===== src/fsr_pkg.sv =====
// Constants shared by the flash status register read block
package fsr_pkg;
	localparam logic [7:0] READ_STATUS_OPCODE = 8'h05;
	localparam int BIT_COUNT_WIDTH = 3;
	localparam logic [2:0] LAST_BIT_INDEX = 3'h7;

	// Byte one field positions
	localparam int B1_PROTECTION_LOCK = 7;
	localparam int B1_RESERVED = 6;
	localparam int B1_PROGRAM_ERASE_ERROR = 5;
	localparam int B1_PROTECT_PIN_STATE = 4;
	localparam int B1_SW_PROTECT_HI = 3;
	localparam int B1_SW_PROTECT_LO = 2;
	localparam int B1_WRITE_ENABLE_LATCH = 1;
	localparam int B1_READY_BUSY = 0;

	// Byte two field positions
	localparam int B2_RESET_COMMAND_ENABLE = 4;
	localparam int B2_LOCKDOWN_ENABLE = 3;
	localparam int B2_PROGRAM_SUSPENDED = 2;
	localparam int B2_ERASE_SUSPENDED = 1;
	localparam int B2_READY_BUSY = 0;

	// Software protection summary codes
	localparam logic [1:0] SWP_NONE = 2'h0;
	localparam logic [1:0] SWP_SOME = 2'h1;
	localparam logic [1:0] SWP_RESERVED = 2'h2;
	localparam logic [1:0] SWP_ALL = 2'h3;

	// Reset values
	localparam logic RST_PROTECTION_LOCK = 1'h0;
	localparam logic RST_PROGRAM_ERASE_ERROR = 1'h0;
	localparam logic RST_RESET_COMMAND_ENABLE = 1'h0;
	localparam logic RST_LOCKDOWN_ENABLE = 1'h0;
	localparam logic RST_LOCKDOWN_FROZEN = 1'h0;
	localparam logic [7:0] RST_STATUS_BYTE = 8'h00;

	// Serial engine states
	typedef enum logic [3:0] {
		SPI_IDLE = 4'h1,
		SPI_OPCODE = 4'h2,
		SPI_STREAM = 4'h4,
		SPI_IGNORE = 4'h8
	} fsr_spi_state_t;
endpackage : fsr_pkg


===== src/fsr_sync.sv =====
// Two-flop synchroniser for pin inputs
`timescale 1ns/1ps
module fsr_sync #(
	parameter int WIDTH = 1,
	parameter logic [WIDTH-1:0] RESET_VALUE = '0
) (
	input wire logic sys_clk,
	input wire logic reset_n,
	input wire logic [WIDTH-1:0] asyncIn,
	output logic [WIDTH-1:0] syncOut
);
	logic [WIDTH-1:0] stageOne;

	always_ff @(posedge sys_clk or negedge reset_n) begin
		if (!reset_n) begin
			stageOne <= RESET_VALUE;
			syncOut <= RESET_VALUE;
		end else begin
			stageOne <= asyncIn;
			syncOut <= stageOne;
		end
	end
endmodule : fsr_sync


===== src/fsr_spi_engine.sv =====
// Serial engine: opcode capture and alternating status byte output
`timescale 1ns/1ps
module fsr_spi_engine (
	input wire logic sys_clk,
	input wire logic reset_n,
	input wire logic chipSelectSyncN,
	input wire logic serialClockSync,
	input wire logic serialInSync,
	input wire logic [7:0] statusByteOne,
	input wire logic [7:0] statusByteTwo,
	output logic serialOut,
	output logic serialOutEnable
);
	fsr_pkg::fsr_spi_state_t state, next_state;
	logic clockDelayed, next_clockDelayed;
	logic [7:0] shiftReg, next_shiftReg;
	logic [2:0] bitCount, next_bitCount;
	logic byteSel, next_byteSel;
	logic next_serialOut, next_serialOutEnable;
	logic rise, fall;
	logic [7:0] opcode;

	assign rise = serialClockSync & ~clockDelayed;
	assign fall = ~serialClockSync & clockDelayed;
	assign opcode = {shiftReg[6:0], serialInSync};

	always_comb begin
		next_state = state;
		next_clockDelayed = serialClockSync;
		next_shiftReg = shiftReg;
		next_bitCount = bitCount;
		next_byteSel = byteSel;
		next_serialOut = serialOut;
		next_serialOutEnable = serialOutEnable;
		if (chipSelectSyncN) begin
			// Deselect ends any transfer, even mid byte
			next_state = fsr_pkg::SPI_IDLE; // RL6
			next_serialOutEnable = 1'b0; // RL6
			next_serialOut = 1'b0;
			next_bitCount = '0;
		end else begin
			unique case (state)
				fsr_pkg::SPI_IDLE: begin
					next_state = fsr_pkg::SPI_OPCODE;
					next_bitCount = '0;
					if (rise) begin
						next_shiftReg = opcode;
						next_bitCount = 3'h1;
					end
				end
				fsr_pkg::SPI_OPCODE: begin
					if (rise) begin
						next_shiftReg = opcode;
						next_bitCount = bitCount + 3'h1;
						if (bitCount == fsr_pkg::LAST_BIT_INDEX) begin
							next_bitCount = '0;
							// Accepted regardless of busy state
							if (opcode == fsr_pkg::READ_STATUS_OPCODE) begin // RL1 RL4
								next_state = fsr_pkg::SPI_STREAM;
								next_shiftReg = statusByteOne; // RL3
								next_byteSel = 1'b1;
							end else begin
								next_state = fsr_pkg::SPI_IGNORE;
							end
						end
					end
				end
				fsr_pkg::SPI_STREAM: begin
					if (fall) begin
						// Most significant bit leads
						next_serialOut = shiftReg[7]; // RL24 RL1
						next_serialOutEnable = 1'b1;
						next_shiftReg = {shiftReg[6:0], 1'b0};
						next_bitCount = bitCount + 3'h1;
						if (bitCount == fsr_pkg::LAST_BIT_INDEX) begin
							// Reload with fresh contents, alternating bytes
							next_shiftReg = byteSel ? statusByteTwo : statusByteOne; // RL2 RL3
							next_byteSel = ~byteSel; // RL2
						end
					end
				end
				fsr_pkg::SPI_IGNORE: begin
					next_serialOutEnable = 1'b0;
				end
			endcase
		end
	end

	always_ff @(posedge sys_clk or negedge reset_n) begin
		if (!reset_n) begin
			state <= fsr_pkg::SPI_IDLE;
			clockDelayed <= 1'b0;
			shiftReg <= fsr_pkg::RST_STATUS_BYTE;
			bitCount <= '0;
			byteSel <= 1'b0;
			serialOut <= 1'b0;
			serialOutEnable <= 1'b0;
		end else begin
			state <= next_state;
			clockDelayed <= next_clockDelayed;
			shiftReg <= next_shiftReg;
			bitCount <= next_bitCount;
			byteSel <= next_byteSel;
			serialOut <= next_serialOut;
			serialOutEnable <= next_serialOutEnable;
		end
	end
endmodule : fsr_spi_engine


===== src/fsr_status_top.sv =====
// Two-byte flash status register with serial read-out
//
// Summary of operation
// RL1 - Opcode 05h starts status output each clock
// RL2 - Alternate byte one, byte two while selected
// RL3 - Contents refreshed; busy resampled every byte
// RL4 - Status read accepted even while busy
// RL5 - Host reads four bytes at high clock
// RL6 - Deselect ends read, output goes undriven
// RL7 - Lock bit blocks all sector protection changes
// RL8 - Lock clear at power-up, kept by reset
// RL9 - Pin asserted: lock may only be set
// RL10 - Byte one write changes only bit seven
// RL11 - Byte two write changes bits four, three
// RL12 - Error flag set on failed program/erase
// RL13 - Aborted operations never set the error flag; here opDone with opFailed in the same cycle as opAborted still sets it
// RL14 - Error flag rewritten at each operation end
// RL15 - Byte one bit four mirrors protect pin
// RL16 - Bits three:two summarise software protection
// RL17 - Bit one reports write enable latch
// RL18 - Bit zero of both bytes shows busy
// RL19 - Reset enable bit gates software reset
// RL20 - Lockdown enable gates lockdown and freeze
// RL21 - Suspend flags for program and erase
// RL22 - Reserved bits always read zero
// RL23 - Freeze forces lockdown enable to zero permanently
// RL24 - Each byte shifted most significant first
`timescale 1ns/1ps
module fsr_status_top (
	input wire logic sys_clk,
	input wire logic reset_n,
	input wire logic chipSelectN,
	input wire logic serialClock,
	input wire logic serialIn,
	input wire logic writeProtectN,
	output logic serialOut,
	output logic serialOutEnable,
	input wire logic deviceBusy,
	input wire logic writeEnableLatch,
	input wire logic [1:0] softwareProtectSummary,
	input wire logic programSuspended,
	input wire logic eraseSuspended,
	input wire logic opDone,
	input wire logic opAborted,
	input wire logic opFailed,
	input wire logic writeByteOne,
	input wire logic [7:0] writeByteOneData,
	input wire logic writeByteTwo,
	input wire logic [7:0] writeByteTwoData,
	input wire logic freezeLockdownDone,
	input wire logic softwareReset,
	output logic [7:0] statusByteOne,
	output logic [7:0] statusByteTwo,
	output logic protectCommandAllowed,
	output logic resetCommandAllowed,
	output logic lockdownCommandAllowed,
	output logic byteOneWriteRejected
);
	logic [3:0] pinsSync;
	logic chipSelectSyncN, serialClockSync, serialInSync, protectPinSync;
	logic protectionLock, next_protectionLock;
	logic programEraseError, next_programEraseError;
	logic resetCommandEnable, next_resetCommandEnable;
	logic lockdownEnable, next_lockdownEnable;
	logic lockdownFrozen, next_lockdownFrozen;
	logic [7:0] next_statusByteOne, next_statusByteTwo;
	logic next_protectCommandAllowed, next_resetCommandAllowed, next_lockdownCommandAllowed;
	logic next_byteOneWriteRejected;

	fsr_sync #(
		.WIDTH(4),
		.RESET_VALUE(4'hb)
	) pinSync (
		.sys_clk(sys_clk),
		.reset_n(reset_n),
		.asyncIn({chipSelectN, serialClock, serialIn, writeProtectN}),
		.syncOut(pinsSync)
	);

	assign chipSelectSyncN = pinsSync[3];
	assign serialClockSync = pinsSync[2];
	assign serialInSync = pinsSync[1];
	assign protectPinSync = pinsSync[0];

	fsr_spi_engine engine (
		.sys_clk(sys_clk),
		.reset_n(reset_n),
		.chipSelectSyncN(chipSelectSyncN),
		.serialClockSync(serialClockSync),
		.serialInSync(serialInSync),
		.statusByteOne(statusByteOne),
		.statusByteTwo(statusByteTwo),
		.serialOut(serialOut),
		.serialOutEnable(serialOutEnable)
	);

	// Writable bits and sticky state; software reset deliberately touches none of it
	always_comb begin
		next_protectionLock = protectionLock; // RL8
		next_programEraseError = programEraseError;
		next_resetCommandEnable = resetCommandEnable;
		next_lockdownEnable = lockdownEnable;
		next_lockdownFrozen = lockdownFrozen;
		next_byteOneWriteRejected = 1'b0;
		if (writeByteOne) begin
			// Clearing the lock needs the pin deasserted
			if (!writeByteOneData[fsr_pkg::B1_PROTECTION_LOCK] && !protectPinSync
				&& protectionLock) begin // RL9
				next_byteOneWriteRejected = 1'b1;
			end else begin
				next_protectionLock = writeByteOneData[fsr_pkg::B1_PROTECTION_LOCK]; // RL10
			end
		end
		if (writeByteTwo) begin
			next_resetCommandEnable = writeByteTwoData[fsr_pkg::B2_RESET_COMMAND_ENABLE]; // RL11
			next_lockdownEnable = writeByteTwoData[fsr_pkg::B2_LOCKDOWN_ENABLE]; // RL11
		end
		if (freezeLockdownDone && lockdownEnable) begin
			next_lockdownFrozen = 1'b1; // RL23
		end
		if (next_lockdownFrozen) begin
			next_lockdownEnable = 1'b0; // RL23
		end
		// Completion rewrites the flag and wins over a same-cycle abort; an abort alone leaves it clear
		if (opDone) begin
			next_programEraseError = opFailed; // RL12 RL14
		end else if (opAborted) begin
			next_programEraseError = 1'b0; // RL13 RL14
		end
	end

	// Live status bytes, reloaded every cycle
	always_comb begin
		next_statusByteOne = fsr_pkg::RST_STATUS_BYTE; // RL22
		next_statusByteOne[fsr_pkg::B1_PROTECTION_LOCK] = protectionLock;
		next_statusByteOne[fsr_pkg::B1_PROGRAM_ERASE_ERROR] = programEraseError; // RL12
		next_statusByteOne[fsr_pkg::B1_PROTECT_PIN_STATE] = protectPinSync; // RL15
		next_statusByteOne[fsr_pkg::B1_SW_PROTECT_HI:fsr_pkg::B1_SW_PROTECT_LO] =
			softwareProtectSummary; // RL16
		next_statusByteOne[fsr_pkg::B1_WRITE_ENABLE_LATCH] = writeEnableLatch; // RL17
		next_statusByteOne[fsr_pkg::B1_READY_BUSY] = deviceBusy; // RL18
		next_statusByteTwo = fsr_pkg::RST_STATUS_BYTE; // RL22
		next_statusByteTwo[fsr_pkg::B2_RESET_COMMAND_ENABLE] = resetCommandEnable;
		next_statusByteTwo[fsr_pkg::B2_LOCKDOWN_ENABLE] = lockdownEnable;
		next_statusByteTwo[fsr_pkg::B2_PROGRAM_SUSPENDED] = programSuspended; // RL21
		next_statusByteTwo[fsr_pkg::B2_ERASE_SUSPENDED] = eraseSuspended; // RL21
		next_statusByteTwo[fsr_pkg::B2_READY_BUSY] = deviceBusy; // RL18
		next_protectCommandAllowed = ~protectionLock; // RL7
		next_resetCommandAllowed = resetCommandEnable; // RL19
		next_lockdownCommandAllowed = lockdownEnable; // RL20
	end

	always_ff @(posedge sys_clk or negedge reset_n) begin
		if (!reset_n) begin
			protectionLock <= fsr_pkg::RST_PROTECTION_LOCK; // RL8
			programEraseError <= fsr_pkg::RST_PROGRAM_ERASE_ERROR;
			resetCommandEnable <= fsr_pkg::RST_RESET_COMMAND_ENABLE;
			lockdownEnable <= fsr_pkg::RST_LOCKDOWN_ENABLE;
			lockdownFrozen <= fsr_pkg::RST_LOCKDOWN_FROZEN;
			statusByteOne <= fsr_pkg::RST_STATUS_BYTE;
			statusByteTwo <= fsr_pkg::RST_STATUS_BYTE;
			protectCommandAllowed <= 1'b0;
			resetCommandAllowed <= 1'b0;
			lockdownCommandAllowed <= 1'b0;
			byteOneWriteRejected <= 1'b0;
		end else begin
			protectionLock <= next_protectionLock;
			programEraseError <= next_programEraseError;
			resetCommandEnable <= next_resetCommandEnable;
			lockdownEnable <= next_lockdownEnable;
			lockdownFrozen <= next_lockdownFrozen;
			statusByteOne <= next_statusByteOne;
			statusByteTwo <= next_statusByteTwo;
			protectCommandAllowed <= next_protectCommandAllowed;
			resetCommandAllowed <= next_resetCommandAllowed;
			lockdownCommandAllowed <= next_lockdownCommandAllowed;
			byteOneWriteRejected <= next_byteOneWriteRejected;
		end
	end
endmodule : fsr_status_top


===== config.mk =====
export PLATFORM = sky130hd
export DESIGN_NAME = fsr_status_top
export DESIGN_NICKNAME = d
export VERILOG_FILES = /design/src/fsr_pkg.sv /design/src/fsr_sync.sv /design/src/fsr_spi_engine.sv /design/src/fsr_status_top.sv
export SDC_FILE = /design/constraint.sdc
export NUM_CORES = 1
export LEC_CHECK = 0
export ABC_AREA = 0
export BUFFER_PORTS_ARGS = -buffer_cell sky130_fd_sc_hd__buf_4
export CAP_MARGIN = 20
export CORE_MARGIN = 5
export CORE_UTILIZATION = 45
export CTS_CLUSTER_DIAMETER = 100
export DETAILED_ROUTE_END_ITERATION = 10
export HOLD_SLACK_MARGIN = 0.08
export PLACE_DENSITY = 0.71
export REMOVE_ABC_BUFFERS = 1
export SLEW_MARGIN = 25
export SYNTH_ARGS = -nofsm -noshare
export SYNTH_HDL_FRONTEND = slang
export SYNTH_SLANG_ARGS = --single-unit

===== constraint.sdc =====
create_clock -name sys_clk -period 2.3 [get_ports sys_clk]
set_input_delay 0.115 -clock sys_clk [delete_from_list [all_inputs] [get_ports sys_clk]]
set_output_delay 0.115 -clock sys_clk [all_outputs]
set_load 0.02 [all_outputs]

==> results of run 1 <==
## layer usage
layer,up-vias,global-route usage
li1,714,-
met1,713,0.195
met2,36,0.209
met3,6,0.0532
met4,0,0.0524
met5,-,0
## sequential cells by signal, indices dropped and copies added (netlist names), 3 cells and up
name              flops
engine.bitCount       3
engine.shiftReg       8
engine.state          4
pinSync.stageOne      4
pinSync.syncOut       4
statusByteOne         6
statusByteTwo         4
## worst max-delay path, cell delays in order (launching register included)
cell     delay, ns
dfrtp_1       0.41
nor2b_1       0.33
and3_1        0.30
o21a_1        0.52
nand3_1       0.13
o21ai_1       0.11
## Yosys cell counts (3+ instances only)
cell type / count
o21ai_1: 3
a21oi_1: 14
nor3_1: 3
o21bai_1: 3
buf_4: 7
mux2_2: 3
nand2_1: 7
dfrtp_1: 38
buf_2: 4
nor2_1: 19
mux2i_1: 6
nand3_1: 4
inv_1: 7
dfstp_2: 7
a221oi_1: 3
## layout make-up
cell class | instances | area share
well taps | 52 | 0.0252
clock inverters | 2 | 0.0136
inverters | 7 | 0.0102
multi-input cells | 108 | 0.280
repair buffers | 63 | 0.203
flip-flops and latches | 45 | 0.440
clock buffers | 6 | 0.0281
## metrics by stage
step / utilization / instances / hold WS [ns] / instance area (um^2) / total power, mW
after CTS: 0.601 / 283 / 0.0935 / 2580 / 2.24
after global routing: 0.601 / 283 / 0.111 / 2580 / 2.37
after floorplan: - / 160 / -0.181 / 1880 / 1.42
final: 0.601 / 283 / 0.0983 / 2580 / 2.23
after global placement: 0.529 / 255 / 0.140 / 2270 / 1.61
after detailed placement: 0.529 / 255 / 0.145 / 2270 / 1.63
## report_power, final
| group | internal (mW) | switching, mW | leakage [nW] |
|---|---|---|---|
| Clock | 0.322 | 0.261 | 0.0552 |
| Sequential | 0.932 | 0.144 | 0.537 |
| Combinational | 0.299 | 0.269 | 0.582 |
| Total | 1.55 | 0.674 | 1.17 |
## cell families (layout without fill, tap and decap cells)
kind of cell	count (synthesis)	in the layout	synth area share
flops	45	45	0.577
other cells	1	4	0.00191
fa+ha+maj	2	2	0.0127
simple gates	51	51	0.153
mux	9	9	0.0477
buf+inv	22	78	0.0617
compound gates	41	41	0.141
xor+xnor	1	1	0.00445
## worst max path at each step
stage	slack, ns	endpoint	cells after the start	startpoint
final	0.42	engine.shiftReg[6]	5	pinSync.syncOut[2]
after detailed placement	0.45	engine.shiftReg[2]	5	engine.state[2]
after global placement	0.48	engine.shiftReg[2]	5	engine.state[3]
after floorplan	0.54	engine.shiftReg[2]	5	pinSync.syncOut[1]
after global routing	0.24	engine.shiftReg[0]	5	pinSync.syncOut[2]
after CTS	0.43	engine.shiftReg[2]	5	engine.state[2]
## timing repair
action,in CTS,in global routing
hold endpoints to repair,54,0
gates resized for setup,0,0
setup buffers,0,0
hold buffers,20,0
endpoints found under the setup margin,0,0
==> impl_metrics.csv, run 1 <==
group,metric,value,unit
pwr,power_density_over_the_cells,864,nW/um^2
cells_and_area,antenna_cells,0,
pwr,cellLeakagePower,1.17,nW
worst_setup_path,worst_r2r_startpoint,"pinSync.syncOut[2]",
yosys,post_synth_edffs,0,
worst_setup_path,worst_setup_slack_for_register_to_register_paths,0.42,ns
global_routing,vias_in_the_first_global_route,1405,
yosys,synth_largest_type_area_fraction,0.483,
yosys,ys_seq_elements,45,
placement,placement.setup.worst_slack,0.447,ns
clock_tree,clockBufferDepth,2,
worst_setup_path,worst-path-max-fanout,16,
yosys,post_synth_inst_count,172,
floorplanning,die_y,76.1,um
detailed_routing,detailroute.wirelength.met2,1820,um
floorplanning,core_area,4290,um^2
worst_setup_path,worst_ep_required_time,2.52,ns
yosys,synth_area_per_cell,11.4,um^2
clock_tree,numCtsBuffers,5,
detailed_routing,postRouteWirelength,3960,um
sta,clock.fmax,532,MHz
placement,post-dp-hpwl,2660,um
worst_setup_path,sort_of_element_at_the_end_of_the_critical_path,"flip-flop",
yosys,yosysWarningCount,0,
sta,timing.final.setup_violations,0,
sta,finalWorstSetupSlack,0.422,ns
pwr,vdd.ir_drop.worst,0.520,mV
sta,period_share,0.817,
worst_setup_path,setup.worst_path.start_class,"flip-flop",
detailed_routing,routedLengthMet1,1790,um
cells_and_area,multiInputGateArea,722,um^2
worst_setup_path,reg2reg_to,"engine.shiftReg[6]",
yosys,ys_seq_area_frac,0.577,
yosys,yosys_most_used_dff,"dfrtp_1",
hold_path,worst_hold_startpoint,"writeByteTwo",
global_routing,antenna_found_initial,0,
clock_tree,clkSinkCount,45,
detailed_routing,via_count,1469,
clock_tree,clock_pin_slew_on_the_worst_setup_and_hold_paths,0.08,ns
global_routing,grt_max_degree,46,
cells_and_area,layout-drive-gt1-share,0.290,
status,status,"finished clean",
run,maxCapViolCount,0,
yosys,synthesis.area,1970,um^2
sta,timing.final.max_slew_violations,0,
cells_and_area,mostFrequentLayoutCell,"buf_4",
global_routing,combined_global_route_utilization_of_all_metal_layers,0.143,
detailed_routing,routed-wl-met3,283,um
detailed_routing,post_drt_via_cell_ratio,5.19,
floorplanning,die_x,76.1,um
yosys,netlist-cell-type-count,48,
detailed_routing,top_layer_used,"met4",
sta,tightest_slew,0.566,ns
floorplanning,fp-row-count,24,
hold_path,holdPathStages,3,
sta,rsz_0062_raised_after_global_routing,"no",
clock_tree,cts_tree,"yes",
global_routing,grt-ovfl-total,0,
clock_tree,clk_latency,0.30,ns
yosys,yosys.area.top_type,"dfrtp_1",
global_routing,grt_first_pass_wirelength,6810,um
sta,totalNegativeSetupSlack,0,ns
worst_setup_path,worst-endpoint-arrival,2.10,ns
cells_and_area,nets,267,
floorplanning,fp.dieArea,5790,um^2
clock_tree,ctsRootBufferMaster,"clkbuf_8",
cells_and_area,area_growth_syn_to_layout,31.1,%
placement,portBuffers,38,
placement,globalplace.congestion,0.802,
detailed_routing,detail_route.drc_violations,0,
detailed_routing,dr.pass1.iters,4,
hold_path,timing.hold.worst_endpoint,"lockdownEnable",
sta,max_clock_skew,0.00449,ns
sta,slew-limit-headroom,0.622,
detailed_routing,per_cell_routed_wire_length,14.0,um
sta,final.min_clock_period,1.88,ns
worst_setup_path,rr_worst_depth,5,
hold_path,worstHoldPathType,"in -> reg",
cells_and_area,layout_common_cells,"buf_4, dfrtp_1, dlygate4sd3_1, nor2_1, a21oi_1",
detailed_routing,initialDrtViolationCount,88,
floorplanning,design.portCount,57,
cells_and_area,fillerInstances,357,
sta,timing_hold_violations_final,0,
worst_setup_path,critical_path_class,"reg -> reg",
floorplanning,initial_core_util,0.458,
cells_and_area,area.sequential,1130,um^2
yosys,synth-async-reset-ratio,1.00,
clock_tree,cts-htree-levels,2,
detailed_routing,ant_nets,0,
yosys,netlist_top_cells_area,"dfrtp_1, dfstp_2, nor2_1, a21oi_1, mux2i_1",
Power figures use the tool's default switching activity.
==> inputs of run 2 (changes only) <==
--- a/config.mk
+++ b/config.mk
@@ -5,7 +5,7 @@
 export SDC_FILE = /design/constraint.sdc
 export NUM_CORES = 1
 export LEC_CHECK = 0
-export ABC_AREA = 0
+export ABC_AREA = 1
 export BUFFER_PORTS_ARGS = -buffer_cell sky130_fd_sc_hd__buf_4
 export CAP_MARGIN = 20
 export CORE_MARGIN = 5
@@ -13,7 +13,7 @@
 export CTS_CLUSTER_DIAMETER = 100
 export DETAILED_ROUTE_END_ITERATION = 10
 export HOLD_SLACK_MARGIN = 0.08
-export PLACE_DENSITY = 0.71
+export PLACE_DENSITY = 0.7
 export REMOVE_ABC_BUFFERS = 1
 export SLEW_MARGIN = 25
 export SYNTH_ARGS = -nofsm -noshare
==> constraint.sdc (replaced) <==
create_clock -name sys_clk -period 1.8 [get_ports sys_clk]
set_input_delay 0.09 -clock sys_clk [delete_from_list [all_inputs] [get_ports sys_clk]]
set_output_delay 0.09 -clock sys_clk [all_outputs]
set_load 0.02 [all_outputs]
==> impl_metrics.csv, run 2 <==
group,metric,value,unit
clock_tree,clkSinkCount,45,
sta,period_share,0.867,
sta,clock.fmax,641,MHz
yosys,synthesis.area,2070,um^2
hold_path,worstHoldPathType,"in -> async",
cells_and_area,antenna_cells,0,
cells_and_area,largest_registers,"engine.shiftReg (8), statusByteOne (6)",
cells_and_area,largest_register_ff_count,8,
pwr,fin_total_pwr,2.67,mW
cells_and_area,layout-drive-gt1-share,0.257,
yosys,ys_seq_area_frac,0.548,
yosys,synth_simple_gate_area_share,0.293,
worst_setup_path,worst-endpoint-arrival,1.79,ns
clock_tree,ctsRootBufferMaster,"clkbuf_8",
run,maxCapViolCount,0,
placement,post-dp-hpwl,2990,um
global_routing,grt_first_pass_wirelength,7990,um
floorplanning,die_y,77.8,um
detailed_routing,ant_nets,0,
worst_setup_path,rr_worst_depth,8,
yosys,yosys_most_used_dff,"dfrtp_1",
floorplanning,core_area,4410,um^2
global_routing,grt-ovfl-total,0,
sta,slew-limit-headroom,0.630,
worst_setup_path,worst_r2r_startpoint,"engine.bitCount[0]",
pwr,vdd.ir_drop.worst,0.639,mV
detailed_routing,post_drt_via_cell_ratio,4.79,
clock_tree,clk_latency,0.30,ns
yosys,post_synth_edffs,0,
clock_tree,cts_tree,"yes",
worst_setup_path,setup.worst_path.start_class,"flip-flop",
yosys,synth-async-reset-ratio,1.00,
cells_and_area,area_growth_syn_to_layout,29.2,%
sta,timing.final.setup_violations,0,
detailed_routing,detail_route.drc_violations,0,
yosys,synth_area_per_cell,8.55,um^2
worst_setup_path,worst_ep_required_time,2.03,ns
detailed_routing,initialDrtViolationCount,112,
cells_and_area,mostFrequentLayoutCell,"nand2_1",
yosys,synth.cells.most_frequent,"nand2_1, dfrtp_1, nor2_1",
clock_tree,clockBufferDepth,2,
status,status,"finished clean",
sta,totalNegativeSetupSlack,0,ns
clock_tree,clock_pin_slew_on_the_worst_setup_and_hold_paths,0.09,ns
floorplanning,design.portCount,57,
yosys,yosysWarningCount,0,
global_routing,combined_global_route_utilization_of_all_metal_layers,0.164,
sta,rsz_0062_raised_after_global_routing,"no",
pwr,power_density_over_the_cells,998,nW/um^2
worst_setup_path,worst_setup_slack_for_register_to_register_paths,0.24,ns
detailed_routing,via_count,1700,
yosys,synth_most_common_cell,"nand2_1",
placement,globalplace.congestion,0.813,
floorplanning,die_x,77.8,um
floorplanning,fp-row-count,24,
sta,final.min_clock_period,1.56,ns
floorplanning,initial_core_util,0.469,
cells_and_area,post_layout_nonfiller_instances,355,
global_routing,vias_in_the_first_global_route,1727,
sta,timing.final.max_slew_violations,0,
placement,place_inst,326,
cells_and_area,registers.top_by_ff_count,"engine.shiftReg",
sta,timing_hold_violations_final,0,
yosys,synth-adder-area-share,0.0121,
clock_tree,post-cts-setup-buffer-count,0,
sta,max_clock_skew,0.00456,ns
yosys,synth_largest_type_area_fraction,0.459,
floorplanning,fp.dieArea,6060,um^2
worst_setup_path,worst-path-max-fanout,8,
clock_tree,numCtsBuffers,5,
yosys,yosys.area.top_type,"dfrtp_1",
sta,tightest_slew,0.555,ns
worst_setup_path,cp-startpoint,"engine.bitCount[0]",
detailed_routing,dr.pass1.iters,4,
yosys,synth.area.mux_share,0,
yosys,synth_compound_gate_area_share,0.0635,
placement,portBuffers,38,
yosys,combinational_family_with_the_most_area_after_synthesis,"simple AND/OR/NAND/NOR gates",
cells_and_area,layout_common_cells,"nand2_1, dfrtp_1, buf_4, nor2_1",
cells_and_area,nets,339,
yosys,post_synth_inst_count,242,
yosys,yosys.area_share.xor_xnor,0,
worst_setup_path,reg2reg_to,"engine.shiftReg[4]",
clock_tree,cts-htree-levels,2,
global_routing,antenna_found_initial,0,
yosys,netlist_top_cells_area,"dfrtp_1, nand2_1, dfstp_2, nor2_1, nand3_1",
pwr,cellLeakagePower,1.33,nW
worst_setup_path,critical_path_class,"reg -> reg",
detailed_routing,per_cell_routed_wire_length,13.0,um
global_routing,grt_max_degree,46,
detailed_routing,postRouteWirelength,4610,um
worst_setup_path,sort_of_element_at_the_end_of_the_critical_path,"flip-flop",
yosys,ys_seq_elements,45,
yosys,netlist-cell-type-count,28,
==> run 2: cell count changes in the layout (fill, tap and decap cells not counted), sizes merged, moves of 4 or more <==
cell   delta
a21oi     -6
buf       -5
inv      +21
mux2i     -6
nand2    +59
nand3    +13
nor2     +22
nor4b     -4
o21ai    +11
==> run 2: critical path: stages, from the launching register on <==
cell and delay, ns:
dfrtp_1 0.38, ha_1 0.16, ha_2 0.28, inv_1 0.07
nor2_2 0.10, nand2_1 0.11, o21ai_0 0.25, nor2_1 0.06
nor2_1 0.08
==> run 2: layout make-up <==
class                           instances  area, um^2
Fill cell                             355        1740
Sequential cell                        45        1130
Multi-Input combinational cell        163         783
Timing Repair Buffer                   59         495
Inverter                               28         108
Clock buffer                            6        72.6
Tap cell                               52        65.1
Clock inverter                          2        15.0
==> run 2: layer usage <==
layer  vias to the layer above  track usage  wire [um]
met5                         -            0          0
met4                         0       0.0636         82
met3                         8       0.0486        257
met2                        47        0.265       2270
met1                       779        0.205       2000
li1                        866            -          -
==> run 2: kinds of logic (layout without fill, tap and decap cells) <==
kind of cell / count (synthesis) / after routing
adder cells (fa/ha/maj): 2 / 2
buffers and inverters: 37 / 95
AND/OR/NAND/NOR: 132 / 132
flip-flops: 45 / 45
AO/OA/AOI/OAI: 25 / 25
other: 1 / 4
==> run 2: where the power goes <==
part           switching [mW]  internal [mW]  total (mW)
clock network           0.348          0.274       0.622
registers               0.147           1.18        1.33
logic                   0.420          0.294       0.714
==> run 2: how the worst max path moves through the flow <==
| stage | endpoint | slack, ns | cells past startpoint |
|---|---|---|---|
| global route | engine.shiftReg[4] | 0.1 | 8 |
| finish | engine.shiftReg[4] | 0.24 | 8 |
| floorplan | engine.byteSel | 0.35 | 9 |
| detailed placement | engine.byteSel | 0.20 | 9 |
| CTS | lockdownEnable | 0.06 | 6 |
| global placement | engine.shiftReg[4] | 0.20 | 8 |
==> run 2: repair_timing <==
item,4_1_cts,5_1_grt
resized for setup,0,2
hold buffers,23,0
endpoints found under the setup margin,0,4
endpoints found under the hold margin,54,0
==> run 2: stage by stage <==
step | setup slack, ns | util | instance area [um^2] | hold slack (ns)
floorplan | 0.347 | - | 2020 | -0.206
global placement | 0.202 | 0.537 | 2370 | 0.115
detailed placement | 0.198 | 0.537 | 2370 | 0.121
CTS | 0.0600 | 0.609 | 2690 | 0.342
global route | 0.0997 | 0.606 | 2670 | 0.367
finish | 0.240 | 0.606 | 2670 | 0.336
==> inputs of run 3 (changes only) <==
--- a/config.mk
+++ b/config.mk
@@ -10,6 +10,7 @@
 export CAP_MARGIN = 20
 export CORE_MARGIN = 5
 export CORE_UTILIZATION = 45
+export CTS_BUF_LIST = sky130_fd_sc_hd__clkbuf_8
 export CTS_CLUSTER_DIAMETER = 100
 export DETAILED_ROUTE_END_ITERATION = 10
 export HOLD_SLACK_MARGIN = 0.08
==> constraint.sdc (replaced) <==
create_clock -name sys_clk -period 1.78 [get_ports sys_clk]
set_input_delay 0.089 -clock sys_clk [delete_from_list [all_inputs] [get_ports sys_clk]]
set_output_delay 0.089 -clock sys_clk [all_outputs]
set_load 0.02 [all_outputs]
==> impl_metrics.csv, run 3 (same netlist as run 2, synthesis figures left out) <==
group,metric,value,unit
status,status,"finished clean",
worst_setup_path,crit_slowest_cell,"dlygate4sd3_1",
detailed_routing,ant_nets,0,
global_routing,antenna_found_initial,0,
detailed_routing,dr.pass1.iters,4,
global_routing,grt_max_degree,46,
cells_and_area,registers.top_by_ff_count,"engine.shiftReg",
global_routing,grt_first_pass_wirelength,7890,um
floorplanning,fp-row-count,24,
cells_and_area,antenna_cells,0,
global_routing,combined_global_route_utilization_of_all_metal_layers,0.161,
sta,max_clock_skew,0.00879,ns
sta,timing.final.max_slew_violations,0,
worst_setup_path,path_cells,"dlygate4sd3_1 -> buf_4 -> nand2_1 -> dlygate4sd3_1 -> nand2_1 -> dlygate4sd3_1",
clock_tree,numCtsBuffers,5,
worst_setup_path,timing.critical_path.slowest_cell_delay,0.55,ns
sta,finalHoldWorstSlack,0.0728,ns
pwr,vdd.ir_drop.worst,0.643,mV
cells_and_area,nets,339,
worst_setup_path,worst_setup_slack_for_register_to_register_paths,0.24,ns
global_routing,vias_in_the_first_global_route,1748,
placement,post-dp-hpwl,3070,um
floorplanning,design.portCount,57,
pwr,fin_total_pwr,2.68,mW
worst_setup_path,cp-startpoint,"writeByteTwoData[4]",
worst_setup_path,cp_num_buf_inv,4,
clock_tree,cts_tree,"yes",
hold_path,worst_hold_startpoint,"writeByteTwo",
sta,timing_hold_violations_final,0,
floorplanning,core_area,4410,um^2
hold_path,holdPathStages,4,
placement,place_inst,326,
worst_setup_path,worst-endpoint-arrival,1.93,ns
floorplanning,die_x,77.8,um
cells_and_area,area_growth_syn_to_layout,29.0,%
cells_and_area,post_layout_nonfiller_instances,355,
cells_and_area,largest_register_ff_count,8,
worst_setup_path,worst_ep_required_time,1.96,ns
placement,portBuffers,38,
floorplanning,fp.dieArea,6060,um^2
cells_and_area,layout_common_cells,"nand2_1, dfrtp_1, buf_4, nor2_1, inv_1",
sta,slew-limit-headroom,0.627,
worst_setup_path,critical_path_class,"in -> reg",
placement,placement.setup.worst_slack,0.161,ns
hold_path,worstHoldPathType,"in -> reg",
clock_tree,clockBufferDepth,2,
placement,globalplace.congestion,0.814,
sta,rsz_0062_raised_after_global_routing,"no",
global_routing,grt-ovfl-total,0,
worst_setup_path,rr_worst_depth,8,
detailed_routing,detail_route.drc_violations,0,
clock_tree,clk_latency,0.30,ns
worst_setup_path,critical-path-top-delay-family,"buffers and inverters",
run,maxCapViolCount,0,
cells_and_area,largest_registers,"engine.shiftReg (8), statusByteOne (6)",
pwr,power_density_over_the_cells,1000,nW/um^2
clock_tree,post-cts-setup-buffer-count,0,
detailed_routing,via_count,1705,
clock_tree,cts-htree-levels,2,
sta,final.min_clock_period,1.75,ns
cells_and_area,layout-drive-gt1-share,0.254,
clock_tree,clkSinkCount,45,
detailed_routing,postRouteWirelength,4410,um
worst_setup_path,worst_r2r_startpoint,"engine.bitCount[0]",
clock_tree,clock_pin_slew_on_the_worst_setup_and_hold_paths,0.08,ns
worst_setup_path,setup.worst_path.start_class,"input pin",
sta,period_share,0.985,
worst_setup_path,path_depth,6,
sta,totalNegativeSetupSlack,0,ns
sta,finalWorstSetupSlack,0.0258,ns
worst_setup_path,sort_of_element_at_the_end_of_the_critical_path,"flip-flop",
floorplanning,die_y,77.8,um
cells_and_area,mostFrequentLayoutCell,"nand2_1",
clock_tree,ctsRootBufferMaster,"clkbuf_8",
sta,tightest_slew,0.560,ns
detailed_routing,initialDrtViolationCount,99,
sta,clock.fmax,570,MHz
detailed_routing,post_drt_via_cell_ratio,4.80,
worst_setup_path,worst-path-max-fanout,1,
pwr,cellLeakagePower,1.33,nW
sta,timing.final.setup_violations,0,
detailed_routing,per_cell_routed_wire_length,12.4,um
floorplanning,initial_core_util,0.469,
worst_setup_path,timing.critical_path.mode_cell,"dlygate4sd3_1",
run 3: final cells by class:
class,instances,area [um^2]
Fill cell,369,1740
Sequential cell,45,1130
Multi-Input combinational cell,163,779
Timing Repair Buffer,59,495
Inverter,28,108
Clock buffer,5,68.8
Tap cell,52,65.1
Clock inverter,3,18.8
run 3: power breakdown:
part           switching, mW  leakage, nW  total, mW  internal (mW)
registers              0.149        0.538       1.35           1.20
logic                  0.420        0.751      0.715          0.296
clock network          0.348       0.0416      0.619          0.271
total                  0.917         1.33       2.68           1.76
run 3: worst paths after layout:
| check | endpoint |
|---|---|
| setup reg to reg | engine.shiftReg[4] |
| setup / recovery | next_resetCommandAllowed |
| hold / removal | lockdownEnable |
| max in group asynchronous | pinSync.syncOut[0] |
| hold reg to reg | pinSync.syncOut[1] |
| min in group asynchronous | engine.serialOutEnable |
run 3: per-layer routing:
| layer | vias to the layer above | wire length, um | track usage |
|---|---|---|---|
| li1 | 869 | - | - |
| met1 | 788 | 1920 | 0.203 |
| met2 | 41 | 2140 | 0.265 |
| met3 | 7 | 294 | 0.0498 |
| met4 | 0 | 59 | 0.0447 |
| met5 | - | 0 | 0 |
run 3: tightest hold or removal path: stages:
cell,delay [ns]
buf_4,0.09
inv_1,0.04
nand2_1,0.06
a21oi_1,0.05
run 3: repair_timing:
action,in CTS,in global routing
endpoints found under the hold margin,54,0
endpoints found under the setup margin,0,4
gates resized for setup,0,1
hold buffers,22,0
run 3: stage by stage:
step           area [um^2]  utilization
3_5_place_dp          2370        0.537
3_3_place_gp          2370        0.537
6_report              2670        0.605
2_1_floorplan         2020            -
4_1_cts               2680        0.607
5_1_grt               2670        0.605
